--- src/pcdec_map.svh ---
`ifndef PCDEC_MAP_SVH
`define PCDEC_MAP_SVH

// Opcode bytes
`define PCDEC_TWO_BYTE_ESCAPE   8'h0f
`define PCDEC_SEC_GROUP0        8'h00
`define PCDEC_SEC_GROUP1        8'h01
`define PCDEC_SEC_ACCESS_RIGHTS 8'h02
`define PCDEC_SEC_SEG_LIMIT     8'h03
`define PCDEC_ADJ_PRIV_OPCODE   8'h63

// Pattern fields: coprocessor escape 11011TTT, segment prefix 001 rr 110
`define PCDEC_ESC_MASK          8'hf8
`define PCDEC_ESC_MATCH         8'hd8
`define PCDEC_SEG_MASK          8'he7
`define PCDEC_SEG_MATCH         8'h26

// ModRM and segment prefix field positions
`define PCDEC_MODRM_REG_HI      5
`define PCDEC_MODRM_REG_LO      3
`define PCDEC_SEG_REG_HI        4
`define PCDEC_SEG_REG_LO        3

// Group 0 reg field codes
`define PCDEC_G0_STORE_LDT      3'h0
`define PCDEC_G0_STORE_TASK     3'h1
`define PCDEC_G0_LOAD_LDT       3'h2
`define PCDEC_G0_LOAD_TASK      3'h3
`define PCDEC_G0_VERIFY_READ    3'h4
`define PCDEC_G0_VERIFY_WRITE   3'h5

// Group 1 reg field codes
`define PCDEC_G1_STORE_GDT      3'h0
`define PCDEC_G1_STORE_IDT      3'h1
`define PCDEC_G1_LOAD_GDT       3'h2
`define PCDEC_G1_LOAD_IDT       3'h3
`define PCDEC_G1_STORE_MSW      3'h4
`define PCDEC_G1_LOAD_MSW       3'h6

// Execution clock counts, least and most
`define PCDEC_CLK_ESC_MIN       5'h09
`define PCDEC_CLK_ESC_MAX       5'h14
`define PCDEC_CLK_SEG           5'h00
`define PCDEC_CLK_GDT           5'h0b
`define PCDEC_CLK_IDT           5'h0c
`define PCDEC_CLK_LOAD_SEL_MIN  5'h11
`define PCDEC_CLK_LOAD_SEL_MAX  5'h13
`define PCDEC_CLK_STORE_MIN     5'h02
`define PCDEC_CLK_STORE_MAX     5'h03
`define PCDEC_CLK_LOAD_MACHINE_STATUS_WORD_MIN      5'h03
`define PCDEC_CLK_LOAD_MACHINE_STATUS_WORD_MAX      5'h06
`define PCDEC_CLK_CHECK_MIN     5'h0e
`define PCDEC_CLK_CHECK_MAX     5'h10
`define PCDEC_CLK_ADJUST_REQUESTED_PRIVILEGE_MIN      5'h0a
`define PCDEC_CLK_ADJUST_REQUESTED_PRIVILEGE_MAX      5'h0b

`endif

--- src/pcdec_pkg.sv ---
package pcdec_pkg;

  typedef enum logic [4:0] {
    PCDEC_OP_NONE           = 5'h00,
    PCDEC_OP_COPROC_ESCAPE  = 5'h01,
    PCDEC_OP_SEG_OVERRIDE   = 5'h02,
    PCDEC_OP_LOAD_GDT       = 5'h03,
    PCDEC_OP_STORE_GDT      = 5'h04,
    PCDEC_OP_LOAD_IDT       = 5'h05,
    PCDEC_OP_STORE_IDT      = 5'h06,
    PCDEC_OP_LOAD_LDT       = 5'h07,
    PCDEC_OP_STORE_LDT      = 5'h08,
    PCDEC_OP_LOAD_TASK      = 5'h09,
    PCDEC_OP_STORE_TASK     = 5'h0a,
    PCDEC_OP_LOAD_MSW       = 5'h0b,
    PCDEC_OP_STORE_MSW      = 5'h0c,
    PCDEC_OP_LOAD_ACCESS    = 5'h0d,
    PCDEC_OP_LOAD_LIMIT     = 5'h0e,
    PCDEC_OP_ADJUST_PRIV    = 5'h0f,
    PCDEC_OP_VERIFY_READ    = 5'h10,
    PCDEC_OP_VERIFY_WRITE   = 5'h11
  } pcdec_op_t;

  typedef enum logic [1:0] {
    PCDEC_ST_FIRST  = 2'b00,
    PCDEC_ST_SECOND = 2'b01,
    PCDEC_ST_MODRM  = 2'b10
  } pcdec_state_t;

  typedef enum logic [2:0] {
    PCDEC_K_GROUP0  = 3'b000,
    PCDEC_K_GROUP1  = 3'b001,
    PCDEC_K_ACCESS  = 3'b010,
    PCDEC_K_LIMIT   = 3'b011,
    PCDEC_K_ADJUST  = 3'b100,
    PCDEC_K_ESCAPE  = 3'b101
  } pcdec_kind_t;

  typedef struct packed {
    logic       valid;
    logic [7:0] data;
  } pcdec_byte_t;

  typedef struct packed {
    logic       valid;
    pcdec_op_t  op;
    logic [2:0] modrm_reg;
    logic [7:0] modrm;
    logic [4:0] clk_min;
    logic [4:0] clk_max;
    logic       seg_valid;
    logic [1:0] seg_reg;
  } pcdec_result_t;

  typedef struct packed {
    logic       valid;
    logic [2:0] escape_high_opcode_bits;
    logic [2:0] escape_low_opcode_bits;
    logic [7:0] modrm;
  } pcdec_escape_t;

  typedef struct packed {
    logic       valid;
    logic [7:0] first;
    logic [7:0] second;
    logic       two_byte;
  } pcdec_foreign_t;

endpackage

--- src/pcdec_decoder.sv ---
`timescale 1ns/10ps
`include "pcdec_map.svh"

module pcdec_decoder (
  // Clock and reset
  input  wire logic                    CLOCK,
  input  wire logic                    RST_B,
  // Byte stream from the prefetch queue
  input  wire pcdec_pkg::pcdec_byte_t  QUEUE_BYTE,
  // Processor mode, high in protected mode
  input  wire logic                    PROT_MODE,
  // Decoded instruction
  output pcdec_pkg::pcdec_result_t     DECODED,
  // Hand-off to the numeric coprocessor
  output pcdec_pkg::pcdec_escape_t     COPROC_ESCAPE,
  // Invalid-opcode exception request
  output logic                         INVALID_OPCODE,
  // Instruction outside this group
  output pcdec_pkg::pcdec_foreign_t    FOREIGN
);
  import pcdec_pkg::*;

  pcdec_state_t  state;
  pcdec_kind_t   kind;
  logic [7:0]    first_byte;
  logic          seg_pending;
  logic [1:0]    seg_reg;

  pcdec_state_t  next_state;
  pcdec_kind_t   next_kind;
  pcdec_op_t     next_op;
  logic          next_done;
  logic          next_invalid;
  logic          next_foreign;
  logic          next_escape;
  logic          next_seg_prefix;
  logic [2:0]    modrm_reg;
  logic [9:0]    next_clocks;

  // Least and most clock count for each decoded operation
  function automatic logic [9:0] clocks_of(input pcdec_op_t op);
    case (op)
      PCDEC_OP_COPROC_ESCAPE: clocks_of = {`PCDEC_CLK_ESC_MIN, `PCDEC_CLK_ESC_MAX};
      PCDEC_OP_SEG_OVERRIDE:  clocks_of = {`PCDEC_CLK_SEG, `PCDEC_CLK_SEG};
      PCDEC_OP_LOAD_GDT:      clocks_of = {`PCDEC_CLK_GDT, `PCDEC_CLK_GDT};
      PCDEC_OP_STORE_GDT:     clocks_of = {`PCDEC_CLK_GDT, `PCDEC_CLK_GDT};
      PCDEC_OP_LOAD_IDT:      clocks_of = {`PCDEC_CLK_IDT, `PCDEC_CLK_IDT};
      PCDEC_OP_STORE_IDT:     clocks_of = {`PCDEC_CLK_IDT, `PCDEC_CLK_IDT};
      PCDEC_OP_LOAD_LDT:      clocks_of = {`PCDEC_CLK_LOAD_SEL_MIN, `PCDEC_CLK_LOAD_SEL_MAX};
      PCDEC_OP_STORE_LDT:     clocks_of = {`PCDEC_CLK_STORE_MIN, `PCDEC_CLK_STORE_MAX};
      PCDEC_OP_LOAD_TASK:     clocks_of = {`PCDEC_CLK_LOAD_SEL_MIN, `PCDEC_CLK_LOAD_SEL_MAX};
      PCDEC_OP_STORE_TASK:    clocks_of = {`PCDEC_CLK_STORE_MIN, `PCDEC_CLK_STORE_MAX};
      PCDEC_OP_LOAD_MSW:      clocks_of = {`PCDEC_CLK_LOAD_MACHINE_STATUS_WORD_MIN, `PCDEC_CLK_LOAD_MACHINE_STATUS_WORD_MAX};
      PCDEC_OP_STORE_MSW:     clocks_of = {`PCDEC_CLK_STORE_MIN, `PCDEC_CLK_STORE_MAX};
      PCDEC_OP_LOAD_ACCESS:   clocks_of = {`PCDEC_CLK_CHECK_MIN, `PCDEC_CLK_CHECK_MAX};
      PCDEC_OP_LOAD_LIMIT:    clocks_of = {`PCDEC_CLK_CHECK_MIN, `PCDEC_CLK_CHECK_MAX};
      PCDEC_OP_ADJUST_PRIV:   clocks_of = {`PCDEC_CLK_ADJUST_REQUESTED_PRIVILEGE_MIN, `PCDEC_CLK_ADJUST_REQUESTED_PRIVILEGE_MAX};
      PCDEC_OP_VERIFY_READ:   clocks_of = {`PCDEC_CLK_CHECK_MIN, `PCDEC_CLK_CHECK_MAX};
      PCDEC_OP_VERIFY_WRITE:  clocks_of = {`PCDEC_CLK_CHECK_MIN, `PCDEC_CLK_CHECK_MAX};
      default:                clocks_of = 10'h000;
    endcase
  endfunction

  // True for operations that exist only in protected mode
  function automatic logic prot_only(input pcdec_op_t op);
    case (op)
      PCDEC_OP_LOAD_LDT,
      PCDEC_OP_STORE_LDT,
      PCDEC_OP_LOAD_TASK,
      PCDEC_OP_STORE_TASK,
      PCDEC_OP_LOAD_ACCESS,
      PCDEC_OP_LOAD_LIMIT:    prot_only = 1'b1;
      default:                prot_only = 1'b0;
    endcase
  endfunction

  // Group 0 reg field decode; NONE marks an unlisted value
  function automatic pcdec_op_t group0_op(input logic [2:0] r);
    case (r)
      `PCDEC_G0_STORE_LDT:    group0_op = PCDEC_OP_STORE_LDT;
      `PCDEC_G0_STORE_TASK:   group0_op = PCDEC_OP_STORE_TASK;
      `PCDEC_G0_LOAD_LDT:     group0_op = PCDEC_OP_LOAD_LDT;
      `PCDEC_G0_LOAD_TASK:    group0_op = PCDEC_OP_LOAD_TASK;
      `PCDEC_G0_VERIFY_READ:  group0_op = PCDEC_OP_VERIFY_READ;
      `PCDEC_G0_VERIFY_WRITE: group0_op = PCDEC_OP_VERIFY_WRITE;
      default:                group0_op = PCDEC_OP_NONE;
    endcase
  endfunction

  // Group 1 reg field decode; NONE marks an unlisted value
  function automatic pcdec_op_t group1_op(input logic [2:0] r);
    case (r)
      `PCDEC_G1_STORE_GDT:    group1_op = PCDEC_OP_STORE_GDT;
      `PCDEC_G1_STORE_IDT:    group1_op = PCDEC_OP_STORE_IDT;
      `PCDEC_G1_LOAD_GDT:     group1_op = PCDEC_OP_LOAD_GDT;
      `PCDEC_G1_LOAD_IDT:     group1_op = PCDEC_OP_LOAD_IDT;
      `PCDEC_G1_STORE_MSW:    group1_op = PCDEC_OP_STORE_MSW;
      `PCDEC_G1_LOAD_MSW:     group1_op = PCDEC_OP_LOAD_MSW;
      default:                group1_op = PCDEC_OP_NONE;
    endcase
  endfunction

  assign modrm_reg = QUEUE_BYTE.data[`PCDEC_MODRM_REG_HI:`PCDEC_MODRM_REG_LO];

  // A function result cannot be part-selected, so the packed counts get a net
  assign next_clocks = clocks_of(next_op);

  // Byte-by-byte decode; one byte is taken each cycle it is valid
  always_comb begin
    next_state      = state;
    next_kind       = kind;
    next_op         = PCDEC_OP_NONE;
    next_done       = 1'b0;
    next_invalid    = 1'b0;
    next_foreign    = 1'b0;
    next_escape     = 1'b0;
    next_seg_prefix = 1'b0;
    if (QUEUE_BYTE.valid) begin
      case (state)
        PCDEC_ST_FIRST: begin
          if ((QUEUE_BYTE.data & `PCDEC_ESC_MASK) == `PCDEC_ESC_MATCH) begin
            next_kind  = PCDEC_K_ESCAPE;
            next_state = PCDEC_ST_MODRM;
          end else if ((QUEUE_BYTE.data & `PCDEC_SEG_MASK) == `PCDEC_SEG_MATCH) begin
            next_seg_prefix = 1'b1;
            next_op         = PCDEC_OP_SEG_OVERRIDE;
            next_done       = 1'b1;
          end else if (QUEUE_BYTE.data == `PCDEC_TWO_BYTE_ESCAPE) begin
            next_state = PCDEC_ST_SECOND;
          end else if (QUEUE_BYTE.data == `PCDEC_ADJ_PRIV_OPCODE) begin
            next_kind  = PCDEC_K_ADJUST;
            next_state = PCDEC_ST_MODRM;
          end else begin
            next_foreign = 1'b1;
          end
        end
        PCDEC_ST_SECOND: begin
          next_state = PCDEC_ST_MODRM;
          case (QUEUE_BYTE.data)
            `PCDEC_SEC_GROUP0:        next_kind = PCDEC_K_GROUP0;
            `PCDEC_SEC_GROUP1:        next_kind = PCDEC_K_GROUP1;
            `PCDEC_SEC_ACCESS_RIGHTS: next_kind = PCDEC_K_ACCESS;
            `PCDEC_SEC_SEG_LIMIT:     next_kind = PCDEC_K_LIMIT;
            default: begin
              next_foreign = 1'b1;
              next_state   = PCDEC_ST_FIRST;
            end
          endcase
        end
        PCDEC_ST_MODRM: begin
          next_state = PCDEC_ST_FIRST;
          next_done  = 1'b1;
          case (kind)
            PCDEC_K_GROUP0: next_op = group0_op(modrm_reg);
            PCDEC_K_GROUP1: next_op = group1_op(modrm_reg);
            PCDEC_K_ACCESS: next_op = PCDEC_OP_LOAD_ACCESS;
            PCDEC_K_LIMIT:  next_op = PCDEC_OP_LOAD_LIMIT;
            PCDEC_K_ADJUST: next_op = PCDEC_OP_ADJUST_PRIV;
            PCDEC_K_ESCAPE: begin
              next_op     = PCDEC_OP_COPROC_ESCAPE;
              next_escape = 1'b1;
            end
            default:        next_op = PCDEC_OP_NONE;
          endcase
          if (next_op == PCDEC_OP_NONE) begin
            next_done    = 1'b0;
            next_invalid = 1'b1;
          end else if (prot_only(next_op) && !PROT_MODE) begin
            // Real mode has no count for these, so they trap instead
            next_done    = 1'b0;
            next_invalid = 1'b1;
          end
        end
        default: begin
          next_state = PCDEC_ST_FIRST;
        end
      endcase
    end
  end

  // Sequencer state
  always_ff @(posedge CLOCK or negedge RST_B) begin
    if (!RST_B) begin
      state      <= PCDEC_ST_FIRST;
      kind       <= PCDEC_K_GROUP0;
      first_byte <= 8'h00;
    end else begin
      state <= next_state;
      kind  <= next_kind;
      if (QUEUE_BYTE.valid && state == PCDEC_ST_FIRST) begin
        first_byte <= QUEUE_BYTE.data;
      end
    end
  end

  // Pending segment override, held until the instruction it prefixes ends
  always_ff @(posedge CLOCK or negedge RST_B) begin
    if (!RST_B) begin
      seg_pending <= 1'b0;
      seg_reg     <= 2'h0;
    end else if (next_seg_prefix) begin
      seg_pending <= 1'b1;
      seg_reg     <= QUEUE_BYTE.data[`PCDEC_SEG_REG_HI:`PCDEC_SEG_REG_LO];
    end else if (next_done || next_invalid || next_foreign) begin
      seg_pending <= 1'b0;
    end
  end

  // Decoded result, one-cycle valid
  always_ff @(posedge CLOCK or negedge RST_B) begin
    if (!RST_B) begin
      DECODED <= '0;
    end else begin
      DECODED.valid     <= next_done;
      DECODED.op        <= next_op;
      DECODED.modrm_reg <= next_seg_prefix ? 3'h0 : modrm_reg;
      DECODED.modrm     <= next_seg_prefix ? 8'h00 : QUEUE_BYTE.data;
      DECODED.clk_min   <= next_clocks[9:5];
      DECODED.clk_max   <= next_clocks[4:0];
      // A prefix reports its own register; the next instruction inherits it
      DECODED.seg_valid <= next_seg_prefix | (next_done & seg_pending);
      DECODED.seg_reg   <= next_seg_prefix ?
                           QUEUE_BYTE.data[`PCDEC_SEG_REG_HI:`PCDEC_SEG_REG_LO] : seg_reg;
    end
  end

  // Coprocessor hand-off
  always_ff @(posedge CLOCK or negedge RST_B) begin
    if (!RST_B) begin
      COPROC_ESCAPE <= '0;
    end else begin
      COPROC_ESCAPE.valid                   <= next_escape;
      COPROC_ESCAPE.escape_high_opcode_bits <= first_byte[2:0];
      COPROC_ESCAPE.escape_low_opcode_bits  <= modrm_reg;
      COPROC_ESCAPE.modrm                   <= QUEUE_BYTE.data;
    end
  end

  // Exception request
  always_ff @(posedge CLOCK or negedge RST_B) begin
    if (!RST_B) begin
      INVALID_OPCODE <= 1'b0;
    end else begin
      INVALID_OPCODE <= next_invalid;
    end
  end

  // Bytes that belong to another decoder are passed on, not dropped
  always_ff @(posedge CLOCK or negedge RST_B) begin
    if (!RST_B) begin
      FOREIGN <= '0;
    end else begin
      FOREIGN.valid    <= next_foreign;
      FOREIGN.two_byte <= (state == PCDEC_ST_SECOND);
      FOREIGN.first    <= (state == PCDEC_ST_SECOND) ? first_byte : QUEUE_BYTE.data;
      FOREIGN.second   <= (state == PCDEC_ST_SECOND) ? QUEUE_BYTE.data : 8'h00;
    end
  end

endmodule // pcdec_decoder

--- config.mk ---
export PLATFORM = sky130hd
export DESIGN_NAME = pcdec_decoder
export DESIGN_NICKNAME = d
export VERILOG_FILES = /design/src/pcdec_pkg.sv /design/src/pcdec_decoder.sv
export VERILOG_INCLUDE_DIRS = /design/src
export SDC_FILE = /design/constraint.sdc
export NUM_CORES = 1
export LEC_CHECK = 0
export BUFFER_PORTS_ARGS = -buffer_cell sky130_fd_sc_hd__clkbuf_2
export CAP_MARGIN = 20
export CORE_MARGIN = 2
export CORE_UTILIZATION = 40
export CTS_BUF_LIST = sky130_fd_sc_hd__clkbuf_4 sky130_fd_sc_hd__clkbuf_8
export CTS_CLUSTER_SIZE = 28
export DETAILED_ROUTE_END_ITERATION = 6
export SETUP_SLACK_MARGIN = 0.02
export SYNTH_ARGS = -nofsm -noshare
export SYNTH_HDL_FRONTEND = slang
export SYNTH_SLANG_ARGS = --single-unit
--- constraint.sdc ---
create_clock -name CLOCK -period 4.6 [get_ports CLOCK]
set_clock_uncertainty 0.05 [all_clocks]
set_input_delay 0.23 -clock CLOCK [delete_from_list [all_inputs] [get_ports CLOCK]]
set_output_delay 0.23 -clock CLOCK [all_outputs]
set_load 0.01 [all_outputs]
==> results.json <==
{
  "antennaDiodeCount": 0,
  "avgSynthCellArea_um2": 11.56,
  "dp_hpwl_um": 4309,
  "synth_cells": 260,
  "synth-main-ff-cell": "dfrtp_1",
  "synth.distinct_cells": 53,
  "cellPowerDensity_nw_per_um2": 409.7,
  "ios": 76,
  "status": "finished clean",
  "netlist_area_um2": 3005,
  "switching_share_pct": 29.00,
  "crit_type": "flop to flop",
  "crit_arrival_ns": 3.19,
  "via_count": 2172,
  "post-place-cells": 415,
  "antenna_left": 0,
  "drive_gt1_share_pct": 33.33,
  "finalHoldViolations": 0,
  "post-route-period-util_pct": 65.51,
  "yosysTopAreaCell": "dfrtp_1",
  "grt.overflow.total": 0,
  "ys_ff_latch": 72,
  "io_buffers": 75,
  "syn_nets": 279,
  "drt-wirelength-per-cell_um": 14.71,
  "p_clk_share_pct": 33.1,
  "track_usage_pct": 16.32,
  "synth-edff-count": 0,
  "grt_max_degree": 73,
  "path_max_fanout": 12,
  "mostFrequentLayoutCells": "clkbuf_2 (74), dfrtp_1 (72), nand2_1 (20)",
  "slew_headroom_pct": 42.14,
  "final_cell_area_um2": 3622,
  "die_area_um2": 8223,
  "finalSetupViolations": 0,
  "netlist.area_leader.share_pct": 59.95,
  "drt-initial-drc-count": 125,
  "yosys_warnings": 0,
  "setup_tns_ns": 0,
  "startpoint_type": "flop",
  "clockBufferDepth": 2,
  "htree_levels": 3,
  "drv_cap": 0,
  "async_reset_ff_share_pct": 100.0,
  "antenna_found_initial": 0,
  "endpoint_kind": "flop",
  "numCtsBuffers": 9,
  "drv_slew": 0,
  "die_x_um": 90.68,
  "p_leak_nw": 1.807,
  "switching_power_uw": 430.5,
  "nets": 348,
  "rsz0062_at_grt": "no",
  "initial_core_util_pct": 41.44,
  "die_h_um": 90.68,
  "place_area_um2": 3408,
  "globalplace.congestion": 0.8107,
  "drt_wl_total_um": 6356,
  "cts_sinks": 72,
  "intPower_mw": 1.054,
  "firstDrtPassIters": 4,
  "cts_tree": "yes",
  "cts.reportedPaths.clkPinSlew_ns": 0.08,
  "fillers": 702,
  "grt_pass1_wl_um": 10470,
  "max_freq_mhz": 331.9,
  "layout_commonest_cell": "clkbuf_2",
  "finalPower_mw": 1.484,
  "clk_latency_ns": 0.34,
  "vdd_drop_max_mv": 0.2093,
  "coreArea_um2": 7253,
  "synth.area.top_cells": "dfrtp_1 (60%), mux2_2 (4.9%), ha_1 (2.9%)",
  "num_rows": 31,
  "hold_path.class": "primary input to flop",
  "drc": 0,
  "clockRootBuffer": "clkbuf_8",
  "via_per_inst": 5.028,
  "power_frac_seq_pct": 49.6,
  "power_frac_comb_pct": 17.3,
  "area_growth_pct": 20.52,
  "crit_required_ns": 4.78,
  "yosysSeqAreaShare_pct": 59.95,
  "max_slew.worst_pin.slew_ns": 0.8679,
  "final_cell_count_no_fill": 432,
  "min_period_ns": 3.013,
  "grt_pass1_vias": 2074
}
[worst max-delay path, stage by stage, from the launching register on]
cell and delay, ns:
dfrtp_1 0.46, nand2b_1 0.21, nor2_1 0.57, nand2b_1 0.41, o21a_1 0.25, ha_1 0.21, or4_1 0.51, a31o_1 0.23
[power by group through the flow]
stage / Combinational (mW) / Sequential (mW) / Clock [mW]
finish: 0.257 / 0.736 / 0.491
detailed placement: 0.256 / 0.749 / 0
global placement: 0.255 / 0.747 / 0
global route: 0.286 / 0.745 / 0.530
CTS: 0.259 / 0.737 / 0.505
floorplan: 0.141 / 0.762 / 0
[cell type report]
cell class | count | area, µm² | share of cell area (%)
tap | 99 | 123.9 | 3.420
sequential | 72 | 1802 | 49.74
multi-input combinational | 153 | 1045 | 28.84
clock buffer | 9 | 123.9 | 3.420
timing repair buffer | 77 | 399.1 | 11.02
inverter | 16 | 60.06 | 1.658
clock inverter | 6 | 68.82 | 1.900
[worst paths after layout]
path / endpoint / slack [ns] / startpoint / cells past startpoint
setup / recovery: DECODED[9] / 1.59 / state[1] / 7
hold / removal: COPROC_ESCAPE[1] / 0.05 / QUEUE_BYTE[1] / 1
setup reg to reg: DECODED[9] / 1.59 / state[1] / 7
hold reg to reg: COPROC_ESCAPE[12] / 0.36 / first_byte[1] / 0
max in group asynchronous: COPROC_ESCAPE[5] / 3.43 / RST_B / 2
min in group asynchronous: DECODED[19] / 0.49 / RST_B / 2
[logic make-up (layout without fill, tap and decap cells)]
kind of cell	count (synthesis)	in the layout	share of synthesized area [%]
compound gates	44	44	9.534
mux	19	19	7.077
simple gates	83	83	15.24
flops	72	72	59.95
fa+ha+maj	7	7	2.914
buf+inv	35	108	5.287
[sequential cells by signal (all words and copies together), names as in the netlist]
signal and flops:
DECODED 27, FOREIGN 18, COPROC_ESCAPE 12, first_byte 8
kind 3, state 2, INVALID_OPCODE 1, seg_pending 1
[layer usage]
metal,wire [µm],track usage [%]
met4,65,6.410
met1,3042,22.89
met5,0,0
met2,2900,23.69
met3,347,5.008
[what timing repair did]
item | in CTS | in global routing
setup buffers | 0 | 0
hold endpoints to repair | 65 | 0
hold buffers | 1 | 0
gates resized for setup | 0 | 0
[metrics by stage]
| stage | hold slack [ns] | setup slack [ns] | utilization [%] |
|---|---|---|---|
| CTS | 0.03650 | 1.607 | 49.78 |
| global route | 0.03496 | 1.282 | 49.94 |
| global placement | 0.3385 | 1.737 | 46.99 |
| floorplan | -0.1156 | 2.033 | - |
| finish | 0.04879 | 1.587 | 49.94 |
| detailed placement | 0.3451 | 1.657 | 46.99 |
[synthesized netlist by cell type, types with 2 or more instances]
cell type,number
a21oi_1,8
buf_4,7
o21ai_1,3
nor2_1,8
mux2_1,5
nand3_1,6
a211oi_1,3
and3_1,6
nor2b_1,6
o21a_1,2
nand2b_1,6
nand3b_1,2
and2_1,6
nand2_1,20
a31oi_1,3
dfrtp_1,72
nand4_1,4
inv_1,12
nor3_1,6
mux2_2,13
o21ai_0,8
inv_2,4
clkbuf_1,11
o22ai_1,4
ha_1,7
Note: power is estimated with default switching activity, not from simulation.
